### config.mk
export PLATFORM = sky130hd
export DESIGN_NAME = nand_host
export DESIGN_NICKNAME = d
export VERILOG_FILES = /design/src/hdl/nand_host_pkg.sv /design/src/hdl/nand_host.sv
export SDC_FILE = /design/constraint.sdc
export NUM_CORES = 1
export LEC_CHECK = 0
export ABC_AREA = 1
export BUFFER_PORTS_ARGS = -buffer_cell sky130_fd_sc_hd__buf_4
export CAP_MARGIN = 20
export CELL_PAD_IN_SITES_DETAIL_PLACEMENT = 0
export CELL_PAD_IN_SITES_GLOBAL_PLACEMENT = 2
export CORE_MARGIN = 8
export CORE_UTILIZATION = 33
export CTS_CLUSTER_DIAMETER = 40
export DETAILED_ROUTE_END_ITERATION = 6
export PLACE_DENSITY_LB_ADDON = 0.1
export SLEW_MARGIN = 20
export SYNTH_ARGS = -nofsm -noshare
export SYNTH_HDL_FRONTEND = slang
export SYNTH_SLANG_ARGS = --single-unit
### constraint.sdc
create_clock -name core_clk -period 5.8 [get_ports core_clk]
set_input_delay 0.58 -clock core_clk [delete_from_list [all_inputs] [get_ports core_clk]]
set_output_delay 0.58 -clock core_clk [all_outputs]
set_load 0.01 [all_outputs]
### src/hdl/nand_host_pkg.sv
// Package for the NAND host sequencer: opcodes, address counts, timing and carrier structs.
// Assumes a 40 MHz core clock and an 8-bit multiplexed asynchronous NAND device.
package nand_host_pkg;

   // ------------------------------------------------------------
   // Timing
   // ------------------------------------------------------------
   localparam int CLK_PERIOD_NS = 25;
   localparam int GLITCH_NS = 5;
   // Strobe low and high phases: at least one cycle, well above the glitch floor
   localparam int STROBE_CYC = ((GLITCH_NS + CLK_PERIOD_NS - 1) / CLK_PERIOD_NS) < 1 ? 1 :
                               ((GLITCH_NS + CLK_PERIOD_NS - 1) / CLK_PERIOD_NS);
   localparam logic [3:0] STROBE_CNT = 4'(STROBE_CYC);
   localparam logic [3:0] CNT_ZERO = 4'h0;

   // ------------------------------------------------------------
   // Opcodes
   // ------------------------------------------------------------
   localparam logic [7:0] OP_RESET = 8'hFF;
   localparam logic [7:0] OP_READ_ID = 8'h90;
   localparam logic [7:0] OP_PARAM_PAGE = 8'hEC;
   localparam logic [7:0] OP_UNIQUE_ID = 8'hED;
   localparam logic [7:0] OP_GET_FEAT = 8'hEE;
   localparam logic [7:0] OP_SET_FEAT = 8'hEF;
   localparam logic [7:0] OP_STATUS = 8'h70;
   localparam logic [7:0] OP_STATUS_ENH = 8'h78;
   localparam logic [7:0] OP_RAND_OUT = 8'h05;
   localparam logic [7:0] OP_RAND_OUT_CF = 8'hE0;
   localparam logic [7:0] OP_RAND_IN = 8'h85;
   localparam logic [7:0] OP_READ = 8'h00;
   localparam logic [7:0] OP_READ_CF = 8'h30;
   localparam logic [7:0] OP_COPY_CF = 8'h35;
   localparam logic [7:0] OP_PROG = 8'h80;
   localparam logic [7:0] OP_PROG_CF = 8'h10;
   localparam logic [7:0] OP_ERASE = 8'h60;
   localparam logic [7:0] OP_ERASE_CF = 8'hD0;
   localparam logic [7:0] OP_OTP_0 = 8'h29;
   localparam logic [7:0] OP_OTP_1 = 8'h17;
   localparam logic [7:0] OP_OTP_2 = 8'h04;
   localparam logic [7:0] OP_OTP_3 = 8'h19;

   // ------------------------------------------------------------
   // Cycle counts
   // ------------------------------------------------------------
   localparam logic [2:0] ADDR_FULL_2P = 3'h5;
   localparam logic [2:0] ADDR_FULL_1P = 3'h4;
   localparam logic [2:0] ADDR_ROW = 3'h3;
   localparam logic [2:0] ADDR_COL = 3'h2;
   localparam logic [2:0] ADDR_ONE = 3'h1;
   localparam logic [2:0] ADDR_NONE = 3'h0;
   localparam logic [2:0] FEAT_BYTES = 3'h4;

   // Operations the host sequencer can run
   typedef enum logic [3:0] {
      OPK_RESET, OPK_READ_MODE, OPK_PAGE_READ, OPK_COPY_READ, OPK_READ_ID, OPK_PARAM_PAGE,
      OPK_UNIQUE_ID, OPK_GET_FEAT, OPK_SET_FEAT, OPK_STATUS, OPK_STATUS_ENH, OPK_RAND_OUT,
      OPK_RAND_IN, OPK_PROGRAM, OPK_ERASE, OPK_OTP_ENTRY
   } op_kind_t;

   // Request from the user side
   typedef struct packed {
      op_kind_t kind;
      logic [39:0] addr;    // Bytes sent lowest first
      logic two_plane;      // Device is the two-plane variant
      logic extra_addr;     // Send the optional 5th address to a single-plane device
      logic multi_plane;    // Erase: chain a second 60h block address
      logic [23:0] addr2;   // Second row address for multiplane erase
      logic [11:0] out_len; // Bytes to read after the command, or to write for program and column input
   } op_req_t;

   // Pins driven toward the device
   typedef struct packed {
      logic ce_n;
      logic cle;
      logic ale;
      logic we_n;
      logic read_strobe_n;
      logic wp_n;
   } nand_ctl_t;

endpackage

### src/hdl/nand_host.sv
// Host-side NAND sequencer: drives the strobes and the shared 8-bit bus to run one command.
// Assumes the device's busy output and data bus are asynchronous pins; both pass two flops.
//
// Behaviour
// - Command byte: CE low, CLE high, ALE low, read strobe high; latched on WE rise.
// - Host holds write-protect high through command and address cycles of program/erase; wp_n here just follows write_enable.
// - Five address cycles on two-plane device, four on single-plane device.
// - Address byte: CE low, ALE high, CLE low, read strobe high; latched on WE rise.
// - Data input one byte per WE rise; latches low, read strobe high, write-protect high (wp_n here follows write_enable).
// - Device outputs one byte per read-strobe toggle with CE low, WE high, latches low.
// - Set-feature is EFh, one address, four data bytes; get-feature is EEh, one address.
// - Output column change: 05h, two column addresses, E0h.
// - Input column change: 85h, two column addresses, optional data; the sequencer here always writes at least one byte.
// - Page program: 80h, five addresses, data, then 10h.
// - Erase: 60h, three rows, D0h; multiplane chains 60h and three rows twice.
// - Copy read: 00h, five addresses, 35h; copy program uses 85h, five addresses, 10h; 85h here sends two column addresses and data, no 10h.
// - OTP entry is the bytes 29h, 17h, 04h, 19h with no data.
`timescale 1ns/1ps
module nand_host #(
   parameter int DATA_W = 8
) (
   input wire logic core_clk,
   input wire logic srst,
   input wire logic clk_en,
   input wire logic req_valid,
   input wire nand_host_pkg::op_req_t req,
   input wire logic wr_valid,
   input wire logic [DATA_W-1:0] wr_data,
   input wire logic write_enable,
   input wire logic [DATA_W-1:0] io_in,
   input wire logic ready_busy_in,
   output nand_host_pkg::nand_ctl_t ctl,
   output logic [DATA_W-1:0] io_out,
   output logic io_oe_n,
   output logic req_ready,
   output logic wr_ready,
   output logic rd_valid,
   output logic [DATA_W-1:0] rd_data,
   output logic done
);

   // ------------------------------------------------------------
   // Sequencer states
   // ------------------------------------------------------------
   typedef enum logic [3:0] {
      ST_IDLE, ST_CMD, ST_ADDR, ST_DATA_IN, ST_CMD2, ST_ADDR2, ST_CMD3, ST_WAIT_RB, ST_DATA_OUT, ST_DONE
   } state_t;

   // Pulse phases of one bus cycle
   typedef enum logic [1:0] {
      PH_SETUP, PH_LOW, PH_HIGH
   } phase_t;

   state_t state_r, state_nxt;
   phase_t phase_r, phase_nxt;
   logic [3:0] cnt_r, cnt_nxt;
   nand_host_pkg::op_req_t req_r, req_nxt;
   logic [2:0] idx_r, idx_nxt;
   logic [2:0] addr_n_r, addr_n_nxt;
   logic [11:0] out_left_r, out_left_nxt;
   logic [1:0] otp_idx_r, otp_idx_nxt;
   nand_host_pkg::nand_ctl_t ctl_nxt;
   logic [DATA_W-1:0] io_out_nxt;
   logic io_oe_n_nxt, req_ready_nxt, wr_ready_nxt, rd_valid_nxt, done_nxt;
   logic [DATA_W-1:0] rd_data_nxt;
   logic [DATA_W-1:0] io_s1_r, io_s2_r;
   logic rb_s1_r, rb_s2_r;

   // First opcode of each operation
   function automatic logic [7:0] first_op(input nand_host_pkg::op_kind_t k, input logic [1:0] otp);
      case (k)
         nand_host_pkg::OPK_RESET: first_op = nand_host_pkg::OP_RESET;
         nand_host_pkg::OPK_READ_ID: first_op = nand_host_pkg::OP_READ_ID;
         nand_host_pkg::OPK_PARAM_PAGE: first_op = nand_host_pkg::OP_PARAM_PAGE;
         nand_host_pkg::OPK_UNIQUE_ID: first_op = nand_host_pkg::OP_UNIQUE_ID;
         nand_host_pkg::OPK_GET_FEAT: first_op = nand_host_pkg::OP_GET_FEAT;
         nand_host_pkg::OPK_SET_FEAT: first_op = nand_host_pkg::OP_SET_FEAT;
         nand_host_pkg::OPK_STATUS: first_op = nand_host_pkg::OP_STATUS;
         nand_host_pkg::OPK_STATUS_ENH: first_op = nand_host_pkg::OP_STATUS_ENH;
         nand_host_pkg::OPK_RAND_OUT: first_op = nand_host_pkg::OP_RAND_OUT;
         nand_host_pkg::OPK_RAND_IN: first_op = nand_host_pkg::OP_RAND_IN;
         nand_host_pkg::OPK_PROGRAM: first_op = nand_host_pkg::OP_PROG;
         nand_host_pkg::OPK_ERASE: first_op = nand_host_pkg::OP_ERASE;
         nand_host_pkg::OPK_OTP_ENTRY: begin
            case (otp)
               2'h0: first_op = nand_host_pkg::OP_OTP_0;
               2'h1: first_op = nand_host_pkg::OP_OTP_1;
               2'h2: first_op = nand_host_pkg::OP_OTP_2;
               default: first_op = nand_host_pkg::OP_OTP_3;
            endcase
         end
         default: first_op = nand_host_pkg::OP_READ;
      endcase
   endfunction

   // Address cycles each operation needs
   function automatic logic [2:0] addr_count(input nand_host_pkg::op_req_t r);
      case (r.kind)
         nand_host_pkg::OPK_PAGE_READ, nand_host_pkg::OPK_COPY_READ, nand_host_pkg::OPK_PROGRAM: begin
            addr_count = (r.two_plane || r.extra_addr) ? nand_host_pkg::ADDR_FULL_2P : nand_host_pkg::ADDR_FULL_1P;
         end
         nand_host_pkg::OPK_READ_ID, nand_host_pkg::OPK_PARAM_PAGE, nand_host_pkg::OPK_UNIQUE_ID,
         nand_host_pkg::OPK_GET_FEAT, nand_host_pkg::OPK_SET_FEAT: addr_count = nand_host_pkg::ADDR_ONE;
         nand_host_pkg::OPK_STATUS_ENH, nand_host_pkg::OPK_ERASE: addr_count = nand_host_pkg::ADDR_ROW;
         nand_host_pkg::OPK_RAND_OUT, nand_host_pkg::OPK_RAND_IN: addr_count = nand_host_pkg::ADDR_COL;
         default: addr_count = nand_host_pkg::ADDR_NONE;
      endcase
   endfunction

   // Confirm opcode, where the operation has one
   function automatic logic [7:0] confirm_op(input nand_host_pkg::op_kind_t k);
      case (k)
         nand_host_pkg::OPK_PAGE_READ: confirm_op = nand_host_pkg::OP_READ_CF;
         nand_host_pkg::OPK_COPY_READ: confirm_op = nand_host_pkg::OP_COPY_CF;
         nand_host_pkg::OPK_RAND_OUT: confirm_op = nand_host_pkg::OP_RAND_OUT_CF;
         nand_host_pkg::OPK_PROGRAM: confirm_op = nand_host_pkg::OP_PROG_CF;
         default: confirm_op = nand_host_pkg::OP_ERASE_CF;
      endcase
   endfunction

   // ------------------------------------------------------------
   // Pin synchronisers
   // ------------------------------------------------------------
   always_ff @(posedge core_clk) begin
      if (srst) begin
         io_s1_r <= '0;
         io_s2_r <= '0;
         rb_s1_r <= 1'b0;
         rb_s2_r <= 1'b0;
      end else if (clk_en) begin
         io_s1_r <= io_in;
         io_s2_r <= io_s1_r;
         rb_s1_r <= ready_busy_in;
         rb_s2_r <= rb_s1_r;
      end
   end

   // ------------------------------------------------------------
   // Sequencer next state
   // ------------------------------------------------------------
   always_comb begin
      state_nxt = state_r;
      phase_nxt = phase_r;
      cnt_nxt = cnt_r;
      req_nxt = req_r;
      idx_nxt = idx_r;
      addr_n_nxt = addr_n_r;
      out_left_nxt = out_left_r;
      otp_idx_nxt = otp_idx_r;
      ctl_nxt = ctl;
      io_out_nxt = io_out;
      io_oe_n_nxt = 1'b1;
      req_ready_nxt = 1'b0;
      wr_ready_nxt = 1'b0;
      rd_valid_nxt = 1'b0;
      rd_data_nxt = rd_data;
      done_nxt = 1'b0;
      // Write-protect follows software every cycle, so it can toggle mid-operation
      ctl_nxt.wp_n = write_enable;
      case (state_r)
         ST_IDLE: begin
            ctl_nxt.ce_n = 1'b1;
            ctl_nxt.cle = 1'b0;
            ctl_nxt.ale = 1'b0;
            ctl_nxt.we_n = 1'b1;
            ctl_nxt.read_strobe_n = 1'b1;
            req_ready_nxt = 1'b1;
            if (req_valid && req_ready) begin
               req_nxt = req;
               addr_n_nxt = addr_count(req);
               otp_idx_nxt = 2'h0;
               out_left_nxt = req.out_len;
               req_ready_nxt = 1'b0;
               state_nxt = ST_CMD;
               phase_nxt = PH_SETUP;
            end
         end
         ST_CMD, ST_CMD2, ST_CMD3, ST_ADDR, ST_ADDR2, ST_DATA_IN: begin
            // One write cycle: setup, WE low, WE high; the low and high phases last STROBE_CNT cycles each
            ctl_nxt.ce_n = 1'b0;
            ctl_nxt.read_strobe_n = 1'b1;
            ctl_nxt.cle = (state_r == ST_CMD) || (state_r == ST_CMD2) || (state_r == ST_CMD3);
            ctl_nxt.ale = (state_r == ST_ADDR) || (state_r == ST_ADDR2);
            io_oe_n_nxt = 1'b0;
            case (state_r)
               ST_CMD: io_out_nxt = first_op(req_r.kind, otp_idx_r);
               ST_CMD2: io_out_nxt = (req_r.kind == nand_host_pkg::OPK_ERASE && idx_r == 3'h7) ?
                                     nand_host_pkg::OP_ERASE : confirm_op(req_r.kind);
               ST_CMD3: io_out_nxt = nand_host_pkg::OP_ERASE_CF;
               ST_ADDR: io_out_nxt = req_r.addr[8*idx_r +: 8];
               ST_ADDR2: io_out_nxt = req_r.addr2[8*idx_r +: 8];
               default: io_out_nxt = wr_data;
            endcase
            case (phase_r)
               PH_SETUP: begin
                  if (state_r == ST_DATA_IN) begin
                     // Stall until user supplies the byte
                     wr_ready_nxt = wr_valid && !wr_ready;
                     if (wr_valid && wr_ready) begin
                        phase_nxt = PH_LOW;
                        cnt_nxt = nand_host_pkg::STROBE_CNT;
                        ctl_nxt.we_n = 1'b0;
                        io_out_nxt = wr_data;
                        wr_ready_nxt = 1'b0;
                     end else begin
                        io_out_nxt = io_out;
                     end
                  end else begin
                     phase_nxt = PH_LOW;
                     cnt_nxt = nand_host_pkg::STROBE_CNT;
                     ctl_nxt.we_n = 1'b0;
                  end
               end
               PH_LOW: begin
                  io_out_nxt = io_out;
                  if (cnt_r > 4'h1) begin
                     cnt_nxt = cnt_r - 4'h1;
                  end else begin
                     ctl_nxt.we_n = 1'b1;
                     phase_nxt = PH_HIGH;
                     cnt_nxt = nand_host_pkg::STROBE_CNT;
                  end
               end
               default: begin
                  io_out_nxt = io_out;
                  if (cnt_r > 4'h1) begin
                     cnt_nxt = cnt_r - 4'h1;
                  end else begin
                     phase_nxt = PH_SETUP;
                     cnt_nxt = nand_host_pkg::CNT_ZERO;
                     // Sequence step after a finished write cycle
                     case (state_r)
                        ST_CMD: begin
                           idx_nxt = 3'h0;
                           if (req_r.kind == nand_host_pkg::OPK_OTP_ENTRY && otp_idx_r != 2'h3) begin
                              otp_idx_nxt = otp_idx_r + 2'h1;
                           end else if (addr_n_r != nand_host_pkg::ADDR_NONE) begin
                              state_nxt = ST_ADDR;
                           end else if (req_r.kind == nand_host_pkg::OPK_RESET) begin
                              state_nxt = ST_WAIT_RB;
                           end else if (req_r.kind == nand_host_pkg::OPK_STATUS) begin
                              state_nxt = ST_DATA_OUT;
                           end else begin
                              state_nxt = ST_DONE;
                           end
                        end
                        ST_ADDR: begin
                           if (idx_r + 3'h1 < addr_n_r) begin
                              idx_nxt = idx_r + 3'h1;
                           end else begin
                              idx_nxt = 3'h0;
                              case (req_r.kind)
                                 nand_host_pkg::OPK_SET_FEAT, nand_host_pkg::OPK_PROGRAM,
                                 nand_host_pkg::OPK_RAND_IN: state_nxt = ST_DATA_IN;
                                 nand_host_pkg::OPK_PAGE_READ, nand_host_pkg::OPK_COPY_READ,
                                 nand_host_pkg::OPK_RAND_OUT: state_nxt = ST_CMD2;
                                 nand_host_pkg::OPK_ERASE: begin
                                    state_nxt = ST_CMD2;
                                    if (req_r.multi_plane) begin
                                       idx_nxt = 3'h7; // Marks the chained 60h
                                    end
                                 end
                                 nand_host_pkg::OPK_GET_FEAT, nand_host_pkg::OPK_READ_ID,
                                 nand_host_pkg::OPK_PARAM_PAGE, nand_host_pkg::OPK_UNIQUE_ID: state_nxt = ST_WAIT_RB;
                                 default: state_nxt = ST_DATA_OUT;
                              endcase
                           end
                        end
                        ST_DATA_IN: begin
                           if (req_r.kind == nand_host_pkg::OPK_SET_FEAT && idx_r + 3'h1 == nand_host_pkg::FEAT_BYTES) begin
                              state_nxt = ST_WAIT_RB;
                           end else if (req_r.kind != nand_host_pkg::OPK_SET_FEAT && out_left_r <= 12'h1) begin
                              state_nxt = (req_r.kind == nand_host_pkg::OPK_PROGRAM) ? ST_CMD2 : ST_DONE;
                           end else begin
                              out_left_nxt = out_left_r - 12'h1;
                              idx_nxt = idx_r + 3'h1;
                           end
                        end
                        ST_CMD2: begin
                           if (idx_r == 3'h7) begin
                              idx_nxt = 3'h0;
                              state_nxt = ST_ADDR2;
                           end else if (req_r.kind == nand_host_pkg::OPK_RAND_OUT) begin
                              state_nxt = ST_DATA_OUT;
                           end else begin
                              state_nxt = ST_WAIT_RB;
                           end
                        end
                        ST_ADDR2: begin
                           if (idx_r + 3'h1 < nand_host_pkg::ADDR_ROW) begin
                              idx_nxt = idx_r + 3'h1;
                           end else begin
                              state_nxt = ST_CMD3;
                           end
                        end
                        default: state_nxt = ST_WAIT_RB;
                     endcase
                  end
               end
            endcase
         end
         ST_WAIT_RB: begin
            // Busy pin low while the device works; means nothing else is sent now
            ctl_nxt.cle = 1'b0;
            ctl_nxt.ale = 1'b0;
            if (cnt_r < 4'hF) begin
               cnt_nxt = cnt_r + 4'h1; // Let the device pull busy low first
            end else if (rb_s2_r) begin
               cnt_nxt = nand_host_pkg::CNT_ZERO;
               phase_nxt = PH_SETUP;
               state_nxt = (out_left_r != 12'h0 && req_r.kind != nand_host_pkg::OPK_PROGRAM &&
                            req_r.kind != nand_host_pkg::OPK_ERASE && req_r.kind != nand_host_pkg::OPK_SET_FEAT &&
                            req_r.kind != nand_host_pkg::OPK_RESET) ? ST_DATA_OUT : ST_DONE;
            end
         end
         ST_DATA_OUT: begin
            // One byte per read strobe; sample at the end of the low phase for sync delay
            ctl_nxt.ce_n = 1'b0;
            ctl_nxt.cle = 1'b0;
            ctl_nxt.ale = 1'b0;
            ctl_nxt.we_n = 1'b1;
            if (out_left_r == 12'h0) begin
               state_nxt = ST_DONE;
            end else if (cnt_r != 4'h0) begin
               cnt_nxt = cnt_r - 4'h1;
               if (cnt_r == 4'h1) begin
                  rd_valid_nxt = 1'b1;
                  rd_data_nxt = io_s2_r;
                  out_left_nxt = out_left_r - 12'h1;
                  ctl_nxt.read_strobe_n = 1'b1;
               end
            end else begin
               ctl_nxt.read_strobe_n = 1'b0;
               cnt_nxt = nand_host_pkg::STROBE_CNT + 4'h3;
            end
         end
         ST_DONE: begin
            done_nxt = 1'b1;
            ctl_nxt.cle = 1'b0; // No latch level left over after deselect
            ctl_nxt.ale = 1'b0;
            ctl_nxt.ce_n = 1'b1;
            state_nxt = ST_IDLE;
         end
         default: state_nxt = ST_IDLE;
      endcase
   end

   // Registers for the sequencer and every output
   always_ff @(posedge core_clk) begin
      if (srst) begin
         state_r <= ST_IDLE;
         phase_r <= PH_SETUP;
         cnt_r <= nand_host_pkg::CNT_ZERO;
         req_r <= '0;
         idx_r <= 3'h0;
         addr_n_r <= 3'h0;
         out_left_r <= 12'h0;
         otp_idx_r <= 2'h0;
         ctl <= '{ce_n: 1'b1, cle: 1'b0, ale: 1'b0, we_n: 1'b1, read_strobe_n: 1'b1, wp_n: 1'b0};
         io_out <= '0;
         io_oe_n <= 1'b1;
         req_ready <= 1'b0;
         wr_ready <= 1'b0;
         rd_valid <= 1'b0;
         rd_data <= '0;
         done <= 1'b0;
      end else if (clk_en) begin
         state_r <= state_nxt;
         phase_r <= phase_nxt;
         cnt_r <= cnt_nxt;
         req_r <= req_nxt;
         idx_r <= idx_nxt;
         addr_n_r <= addr_n_nxt;
         out_left_r <= out_left_nxt;
         otp_idx_r <= otp_idx_nxt;
         ctl <= ctl_nxt;
         io_out <= io_out_nxt;
         io_oe_n <= io_oe_n_nxt;
         req_ready <= req_ready_nxt;
         wr_ready <= wr_ready_nxt;
         rd_valid <= rd_valid_nxt;
         rd_data <= rd_data_nxt;
         done <= done_nxt;
      end
   end

endmodule

== Word-level counts from Yosys, hierarchy flattened ==
Index checks and enable logic that the tools add are counted.

* Logic and storage cells: 268
* Output and inout bits: 27
* Register bits: 144

* Bitwise operators: 3
* Add/sub/neg operators: 5
* Shift-type cells: 2
* Reductions and logical operators: 57
* Equality and inequality tests: 74
* Muxes and demuxes: 94
* Order comparisons: 5

{| class="wikitable"
|+ Operator list
! kind !! number
|-
| 2-to-1 mux 12 bit || 9
|-
| case mux 8 bit (13 select lines) || 1
|-
| 2-to-1 mux 4 bit || 24
|-
| == test 4 bit, second input constant || 16
|-
| == test 4 x 3 -> 1 bit, second input constant || 12
|-
| case mux 8 bit (5 select lines) || 1
|-
| indexed part select 40 x 7 -> 8 bit || 1
|-
| case mux 12 bit (3 select lines) || 1
|-
| != test 2 bit, second input constant || 17
|-
| case mux 8 bit (4 select lines) || 1
|-
| == test 4 x 2 -> 1 bit, second input constant || 6
|-
| 2-to-1 mux 8 bit || 3
|-
| case mux 4 bit (3 select lines) || 2
|-
| indexed part select 24 x 7 -> 8 bit || 1
|-
| 2-to-1 mux 2 bit || 11
|-
| AND reduction 11 bit || 2
|-
| 2-to-1 mux 1 bit || 21
|-
| 2-to-1 mux 3 bit || 7
|-
| != test 4 bit, second input constant || 5
|-
| case mux 4 bit (5 select lines) || 1
|-
| != test 3 bit, second input constant || 6
|-
| case mux 6 bit (3 select lines) || 1
|-
| case mux 4 bit (4 select lines) || 1
|-
| case mux 3 bit (5 select lines) || 1
|-
| other kinds (47) || 89
|}

== Longest topological paths before layout ==
Gate-level depths: netlist (run 1).

* Depth in word-level cells: 9
* Gate-level depth with buffers: 14
* Gate-level depth less buffers: 13

== Worst setup path after synthesis (run 1) ==
Ideal clock, no wire load.

* Path kind: register -> register
* Start point: register idx_r[1]
* End point: register state_r[2]
* Period minus slack after synthesis: 1924 ps
* Required time: 5672 ps
* Setup slack: 3876 ps
* Path buffers: 0
* Arrival time: 1796 ps
* Stages on the path, launching flop included: 12
* Cell sequence: dfxtp_1 ha_1 ha_1 ha_1 a21oi_1 nand3_1 nand4_1 nor2_2 nand2_2 nand2_1 nand2_1 nor2_1

* Longest elaborated chain between the ends: 8

{| class="wikitable"
|+ RTL lines
! what !! RTL line !! RTL
|-
| start, declared || nand_host.sv:58 || <nowiki>logic [2:0] idx_r, idx_nxt;</nowiki>
|-
| start signal, assigned || nand_host.sv:372 || <nowiki>idx_r <= idx_nxt;</nowiki>
|-
| adder 3 x 1 -> 3 bit || nand_host.sv:248, nand_host.sv:270, nand_host.sv:290 ||
|-
| == test 3 bit || nand_host.sv:270 || <nowiki>if (req_r.kind == nand_host_pkg::OPK_SET_FEAT && idx_r + 3'h1 == nand_host_pkg::FEAT_BYTES) begin</nowiki>
|-
| logical AND 1 bit || nand_host.sv:270 ||
|-
| 2-to-1 mux 4 bit || nand_host.sv:270 ||
|-
| case mux 4 bit (5 select lines) || nand_host.sv:232 || <nowiki>case (state_r)</nowiki>
|-
| 2-to-1 mux 4 bit || nand_host.sv:226 || <nowiki>if (cnt_r > 4'h1) begin</nowiki>
|-
| 2-to-1 mux 4 bit || nand_host.sv:194 || <nowiki>case (phase_r)</nowiki>
|-
| case mux 4 bit (4 select lines) || nand_host.sv:160 || <nowiki>case (state_r)</nowiki>
|-
| end signal, assigned || nand_host.sv:368 || <nowiki>state_r <= state_nxt;</nowiki>
|-
| end, declared || nand_host.sv:54 || <nowiki>state_t state_r, state_nxt;</nowiki>
|}

Several ways; a longest one is shown, not always the timed one. The select of a mux whose other input is x is not followed.
A chain may end at the register's enable or synchronous reset.

== Worst setup path after layout (run 1) ==
* Start point: register state_r[0]
* End point: register cnt_r[3]

* Longest elaborated chain between the ends: 4

{| class="wikitable"
|+ RTL lines
! what !! RTL line !! RTL
|-
| == test 4 x 1 -> 1 bit, or another cell as far along || nand_host.sv:160 ||
|-
| OR reduction 6 bit / 2-to-1 mux 4 bit (equally long branches) || nand_host.sv:160, nand_host.sv:196 ||
|-
| != test 4 bit (no source line), or another cell as far along || n/a ||
|-
| AND reduction 5 bit (no source line) / case mux 4 bit (3 select lines) (equally long branches) || n/a ||
|-
| end signal, assigned || nand_host.sv:353 || <nowiki>cnt_r <= nand_host_pkg::CNT_ZERO;</nowiki>
|-
| end signal, assigned || nand_host.sv:370 || <nowiki>cnt_r <= cnt_nxt;</nowiki>
|-
| end, declared || nand_host.sv:56 || <nowiki>logic [3:0] cnt_r, cnt_nxt;</nowiki>
|}

Several ways; a longest one is shown, not always the timed one.

==> results of run 1 <==
## cells in the final DEF, fill, tap and decap left out, drive strengths merged, types with 7 or more instances in the layout
master    n
nand4     8
ha       14
a21oi    69
nand3b    8
o21ai   127
clkbuf   18
inv      76
nand2   249
nor2    303
buf     137
nor3     10
xor2      7
nand3   123
dfxtp   144
## cell families (layout without fill, tap and decap cells)
kind of cell / after synthesis / count (layout) / synth area share
buffers and inverters: 124 / 238 / 0.0648
flip-flops: 144 / 144 / 0.369
AND/OR/NAND/NOR: 708 / 708 / 0.389
AO/OA/AOI/OAI: 212 / 212 / 0.144
XOR/XNOR: 10 / 10 / 0.0112
adder cells (fa/ha/maj): 14 / 14 / 0.0224
## cell type report
| class | count | share of cell area |
|---|---|---|
| clock buffers | 18 | 0.0459 |
| clock inverters | 14 | 0.0124 |
| inverters | 69 | 0.0271 |
| multi-input cells | 944 | 0.464 |
| flip-flops and latches | 144 | 0.302 |
| well taps | 319 | 0.0418 |
| repair buffers | 137 | 0.108 |
## worst max path at each step
stage	startpoint	slack [ns]	to	cells after the start
after floorplan	idx_r[1]$_SDFFE_PP0P_	3.88	state_r[2]$_SDFFE_PP0P_	11
after global placement	clk_en	2.62	req_r[80]$_SDFFE_PP0P_	8
after detailed placement	clk_en	2.59	req_r[79]$_SDFFE_PP0P_	8
after CTS	state_r[0]$_SDFFE_PP0P_	2.76	cnt_r[3]$_SDFFE_PP0P_	11
after global routing	state_r[0]$_SDFFE_PP0P_	2.45	cnt_r[3]$_SDFFE_PP0P_	11
final	state_r[0]$_SDFFE_PP0P_	2.74	cnt_r[3]$_SDFFE_PP0P_	11
## stage by stage
stage,std cells,utilization,power [W]
final,1645,0.410,0.00361
after global routing,1645,0.410,0.00387
after global placement,1613,0.386,0.00258
after CTS,1645,0.410,0.00365
after floorplan,1212,-,0.00218
after detailed placement,1613,0.386,0.00257
## layer usage
| metal | GRT usage | vias to the layer above | wire [um] |
|---|---|---|---|
| met3 | 0.0405 | 29 | 1180 |
| met2 | 0.297 | 152 | 12100 |
| li1 | - | 4157 | - |
| met5 | 0 | - | 0 |
| met1 | 0.234 | 3642 | 12200 |
| met4 | 0.0545 | 0 | 420 |
## flip-flops by register name (all words and copies together) (netlist names), 3 cells and up
register    flops
io_out          8
addr_n_r        3
rd_data         8
ctl             6
state_r         4
io_s2_r         8
req_r          69
cnt_r           4
out_left_r     12
idx_r           3
io_s1_r         8
## power by group through the flow
stage | combinational (W) | clock [W] | sequential, W
after floorplan | 0.000956 | 0 | 0.00122
after global placement | 0.00134 | 0 | 0.00124
after detailed placement | 0.00134 | 0 | 0.00123
after CTS | 0.00135 | 0.00109 | 0.00121
after global routing | 0.00151 | 0.00113 | 0.00123
final | 0.00133 | 0.00107 | 0.00121
## worst reg2reg max path: cells and delay by family, from the launching register on
family | cells | cell delay, ns
DFF | 1 | 0.37
buffers and inverters | 1 | 0.11
and+or+nand+nor | 10 | 2.47
==> flow_summary_export.csv, run 1 <==
group,metric,value,unit
synthesis,synth_flop_cell,"dfxtp_1",
timing,fin_setup_tns,0,ns
clock_tree,cts_hold_buffers,0,
timing,whs,0.366,ns
power_and_ir_drop,p_seq_frac,0.336,
clock_tree,clock_sinks,144,
synthesis,synth_area,7810,um^2
power_and_ir_drop,ir_drop,0.194,mV
clock_tree,cts_setup_buffers,0,
placed_design,portBuffers,132,
final_layout,stdcell_area,9560,um^2
routing,drc,0,
timing,fmax,327,MHz
global_routing,antenna_found_initial,0,
flow_run,maxCapViolations,0,
routing,drtAntennaViolNets,0,
synthesis,synth_most_common_cell,"nor2_1",
timing,rsz0062_at_grt,"no",
routing,drt_iter0_markers,460,
placed_design,place_ws,2.59,ns
critical_path,reg2reg_to,"cnt_r[3]$_SDFFE_PP0P_",
floorplanning,dieWidth,170,um
final_layout,drive_gt1_frac,0.161,
routing,vias,7980,
critical_path,critical_path_required,6.12,ns
critical_path,critPathKind,"flip-flop to flip-flop",
synthesis,synthTopCellsByCount,"290 x nor2_1, 239 x nand2_1, 144 x dfxtp_1",
placed_design,placed_cell_area,9000,um^2
routing,wl,25900,um
timing,period_share,0.527,
final_layout,nets,1433,
critical_path,cp-start-kind,"flip-flop",
floorplanning,core,23300,um^2
timing,finalHoldViolations,0,
worst_hold_path,hp-class,"primary input to flip-flop",
synthesis,synth_area_leaders,"dfxtp_1 37%, nor2_1 14%, nand2_1 11%",
floorplanning,die_area,28900,um^2
critical_path,r2r_cells,11,
routing,viasPerCell,4.85,
clock_tree,clkTransAtPathRegs,0.07,ns
final_layout,num_antenna_cells,0,
synthesis,synth_edf_count,0,
critical_path,max_stage_delay,0.81,ns
final_layout,multiInputGateArea,4430,um^2
critical_path,path_delay_family,"simple AND/OR/NAND/NOR gates",
synthesis,synth_seq_cells,144,
clock_tree,cts_tree,"built",
timing,min_period,3.06,ns
final_layout,nFillCells,2634,
clock_tree,numCtsBuffers,17,
floorplanning,initial_utilization,0.335,
synthesis,synth_largest_area_cell,"dfxtp_1",
global_routing,grt_pass1_vias,7882,
timing,setup_violations,0,
final_layout,regArea,2880,um^2
clock_tree,clock_latency,0.43,ns
global_routing,track_usage,0.181,
clock_tree,ctsResizeCount,0,
floorplanning,row_count,56,
power_and_ir_drop,p_clk_frac,0.295,
worst_hold_path,min_to,"req_r[76]$_SDFFE_PP0P_",
timing,maxSlewViolCount,0,
worst_hold_path,holdPathStages,3,
synthesis,syn-num-nets,1332,
critical_path,path_buf_inv,1,
critical_path,timing.rr.start,"state_r[0]$_SDFFE_PP0P_",
clock_tree,clockRootBuffer,"clkbuf_16",
critical_path,worstPathArrival,3.38,ns
final_layout,area_growth,22.3,%
timing,skew,0.0138,ns
synthesis,async_flop_share,0,
clock_tree,clock_path_buffers,2,
routing,wire_per_inst,15.7,um
floorplanning,die_h,170,um
floorplanning,ios,133,
timing,relSlewSlack,0.296,
synthesis,ys_warn_count,0,
synthesis,yosysTopAreaCellShare,0.369,
power_and_ir_drop,powerDensity,378,nW/um^2
critical_path,path_cells,"inv_1 -> nor2_2 -> nand2_4 -> nand2_4 -> nor2_4 -> nand2_2 -> nor2_1 -> nor2_2 -> nand2_1 -> nor3_1 -> nor2_1",
synthesis,syn_inst,1212,
power_and_ir_drop,swShare,0.405,
synthesis,ys_seq_area_frac,0.369,
timing,setup_slack,2.74,ns
synthesis,syn_area_per_cell,6.45,um^2
power_and_ir_drop,p_leak,4.43,nW
global_routing,overflow,0,
placed_design,place_congestion,0.896,
critical_path,cp-end-kind,"flip-flop",
critical_path,r2r_slack,2.74,ns
power_and_ir_drop,p_comb_frac,0.369,
global_routing,grt_max_degree,87,
clock_tree,htreeDepth,4,
placed_design,detailed_place_hpwl,18900,um
critical_path,slowest_stage,"nor2_2",
timing,worstMarginPinSlew,1.05,ns
critical_path,crit_path_max_fanout,35,
synthesis,ys_types,44,
power_and_ir_drop,p_int,0.00215,W
power_and_ir_drop,switching_power,0.00146,W
worst_hold_path,hold_path_startpoint,"req[76]",
routing,dr.pass1.iters,5,
global_routing,grt_pass1_wl,41800,um
status,status,"finished clean",
Power figures use the tool's default switching activity.
==> run 2: changes to the inputs <==
--- a/config.mk
+++ b/config.mk
@@ -11,7 +11,7 @@
 export CELL_PAD_IN_SITES_DETAIL_PLACEMENT = 0
 export CELL_PAD_IN_SITES_GLOBAL_PLACEMENT = 2
 export CORE_MARGIN = 8
-export CORE_UTILIZATION = 33
+export CORE_UTILIZATION = 27
 export CTS_CLUSTER_DIAMETER = 40
 export DETAILED_ROUTE_END_ITERATION = 6
 export PLACE_DENSITY_LB_ADDON = 0.1
==> constraint.sdc (replaced) <==
create_clock -name core_clk -period 2.55 [get_ports core_clk]
set_input_delay 0.255 -clock core_clk [delete_from_list [all_inputs] [get_ports core_clk]]
set_output_delay 0.255 -clock core_clk [all_outputs]
set_load 0.01 [all_outputs]
==> run 2 against run 1 <==
  * Total power up 130%
  * Combinational power up 140%
  * Cell area up 3.2%
  * Global-route usage down 1.6 points
  * Via count up 0.68%
  * Critical path type unchanged
==> flow_summary_export.csv, run 2 (same netlist as run 1, synthesis figures left out) <==
group,metric,value,unit
status,status,"finished clean",
worst_hold_path,hp-class,"primary input to flip-flop",
clock_tree,numCtsBuffers,17,
routing,wl,27900,um
clock_tree,clock_path_buffers,2,
timing,rsz0062_at_grt,"no",
floorplanning,ios,133,
clock_tree,htreeDepth,4,
power_and_ir_drop,switching_power,0.00342,W
power_and_ir_drop,p_int,0.00498,W
global_routing,grt_max_degree,89,
critical_path,cp-start-kind,"flip-flop",
floorplanning,die_h,186,um
flow_run,maxCapViolations,0,
routing,wire_per_inst,16.1,um
final_layout,nFillCells,3178,
critical_path,crit_path_max_fanout,10,
global_routing,antenna_found_initial,1,
critical_path,cp-end-kind,"flip-flop",
routing,drt_iter0_markers,516,
floorplanning,core,28600,um^2
final_layout,final_cell_mix,"290 x nor2_1, 238 x nand2_1, 156 x buf_4",
final_layout,num_antenna_cells,0,
power_and_ir_drop,swShare,0.407,
final_layout,drive_gt1_frac,0.176,
critical_path,worstPathArrival,2.65,ns
floorplanning,row_count,62,
global_routing,grt_pass1_vias,8094,
placed_design,portBuffers,132,
timing,maxSlewViolCount,0,
critical_path,critPathKind,"flip-flop to flip-flop",
final_layout,area_growth,26.3,%
final_layout,largest_reg_flops,69,
final_layout,regMostFlops,"req_r",
power_and_ir_drop,ir_drop,0.463,mV
floorplanning,initial_utilization,0.273,
clock_tree,cts_tree,"built",
critical_path,critical_path_required,2.92,ns
power_and_ir_drop,p_seq_frac,0.329,
routing,drtAntennaViolNets,0,
placed_design,dp_cells,1701,
global_routing,overflow,0,
final_layout,regArea,2880,um^2
routing,dr.pass1.iters,5,
power_and_ir_drop,p_comb_frac,0.379,
clock_tree,clkTransAtPathRegs,0.08,ns
critical_path,r2r_slack,0.27,ns
power_and_ir_drop,p_clk_frac,0.292,
floorplanning,dieWidth,186,um
clock_tree,clockRootBuffer,"clkbuf_16",
power_and_ir_drop,powerDensity,851,nW/um^2
timing,skew,0.0162,ns
final_layout,nets,1456,
clock_tree,cts_hold_buffers,0,
clock_tree,clock_sinks,144,
timing,worstMarginPinSlew,0.533,ns
power_and_ir_drop,p_leak,4.56,nW
timing,relSlewSlack,0.643,
final_layout,multiInputGateArea,4430,um^2
routing,vias,8034,
timing,fmax,438,MHz
clock_tree,clock_latency,0.44,ns
final_layout,reg_top3,"req_r (69), out_left_r (12)",
floorplanning,die_area,34600,um^2
timing,finalHoldViolations,0,
timing,setup_violations,0,
timing,period_share,0.894,
final_layout,stdcell_count,1733,
routing,drc,0,
routing,viasPerCell,4.64,
placed_design,place_congestion,0.828,
placed_design,detailed_place_hpwl,20600,um
timing,fin_setup_tns,0,ns
final_layout,layout_commonest_cell,"nor2_1",
global_routing,track_usage,0.165,
global_routing,grt_pass1_wl,44600,um
timing,min_period,2.28,ns
==> run 2: area by class of cell <==
cell class                      count  share of cell area
Multi-Input combinational cell    944               0.449
Sequential cell                   144               0.292
Timing Repair Buffer              160               0.127
Tap cell                          384              0.0487
Clock buffer                       19              0.0449
Inverter                           69              0.0262
Clock inverter                     13              0.0120
==> run 2: metal layers <==
metal  vias to the layer above  track usage  wire length, um
met2                       145        0.272            13000
met3                        27       0.0334             1090
met5                         -            0               11
met4                         2       0.0457              404
met1                      3660        0.216            13400
li1                       4200            -                -
==> run 2: final timing paths <==
| check | startpoint | endpoint | depth (start not counted) |
|---|---|---|---|
| max | state_r[1]$_SDFFE_PP0P_ | rd_data[7]$_SDFFE_PP0P_ | 9 |
| max reg2reg | state_r[1]$_SDFFE_PP0P_ | rd_data[7]$_SDFFE_PP0P_ | 9 |
| min | req[50] | req_r[50]$_SDFFE_PP0P_ | 3 |
| min reg2reg | req_r[52]$_SDFFE_PP0P_ | req_r[52]$_SDFFE_PP0P_ | 2 |
==> run 2: stage by stage <==
step	power [W]	instance area, um^2	hold WS [ns]	setup WS (ns)	utilization
5_1_grt	0.00904	9870	0.0259	0.00512	0.345
4_1_cts	0.00853	9870	0.0159	0.138	0.345
2_1_floorplan	0.00496	7820	0.324	0.626	-
3_3_place_gp	0.00606	9300	0.444	0.157	0.325
6_report	0.00840	9870	0.0298	0.269	0.345
3_5_place_dp	0.00602	9300	0.452	0.158	0.325
==> run 2: repair_timing <==
item	in CTS	in global routing
endpoints found under the setup margin	0	11
resized for setup	0	2
setup buffers	0	0
==> run 2: power by group through the flow <==
| stage | registers (W) | logic (W) | clock network [W] |
|---|---|---|---|
| 5_1_grt | 0.00281 | 0.00360 | 0.00263 |
| 4_1_cts | 0.00276 | 0.00323 | 0.00254 |
| 3_3_place_gp | 0.00281 | 0.00324 | 0 |
| 2_1_floorplan | 0.00278 | 0.00217 | 0 |
| 3_5_place_dp | 0.00281 | 0.00321 | 0 |
| 6_report | 0.00276 | 0.00319 | 0.00245 |
==> run 2: worst max-delay path: stages (launching register included) <==
cell and delay (ns):
dfxtp_1 0.36, nor2_1 0.28, nand2_1 0.18, nor2_4 0.24
nand2_1 0.18, nor3_1 0.25, nand2_1 0.33, inv_2 0.25
nor2_1 0.06, nor2_1 0.09
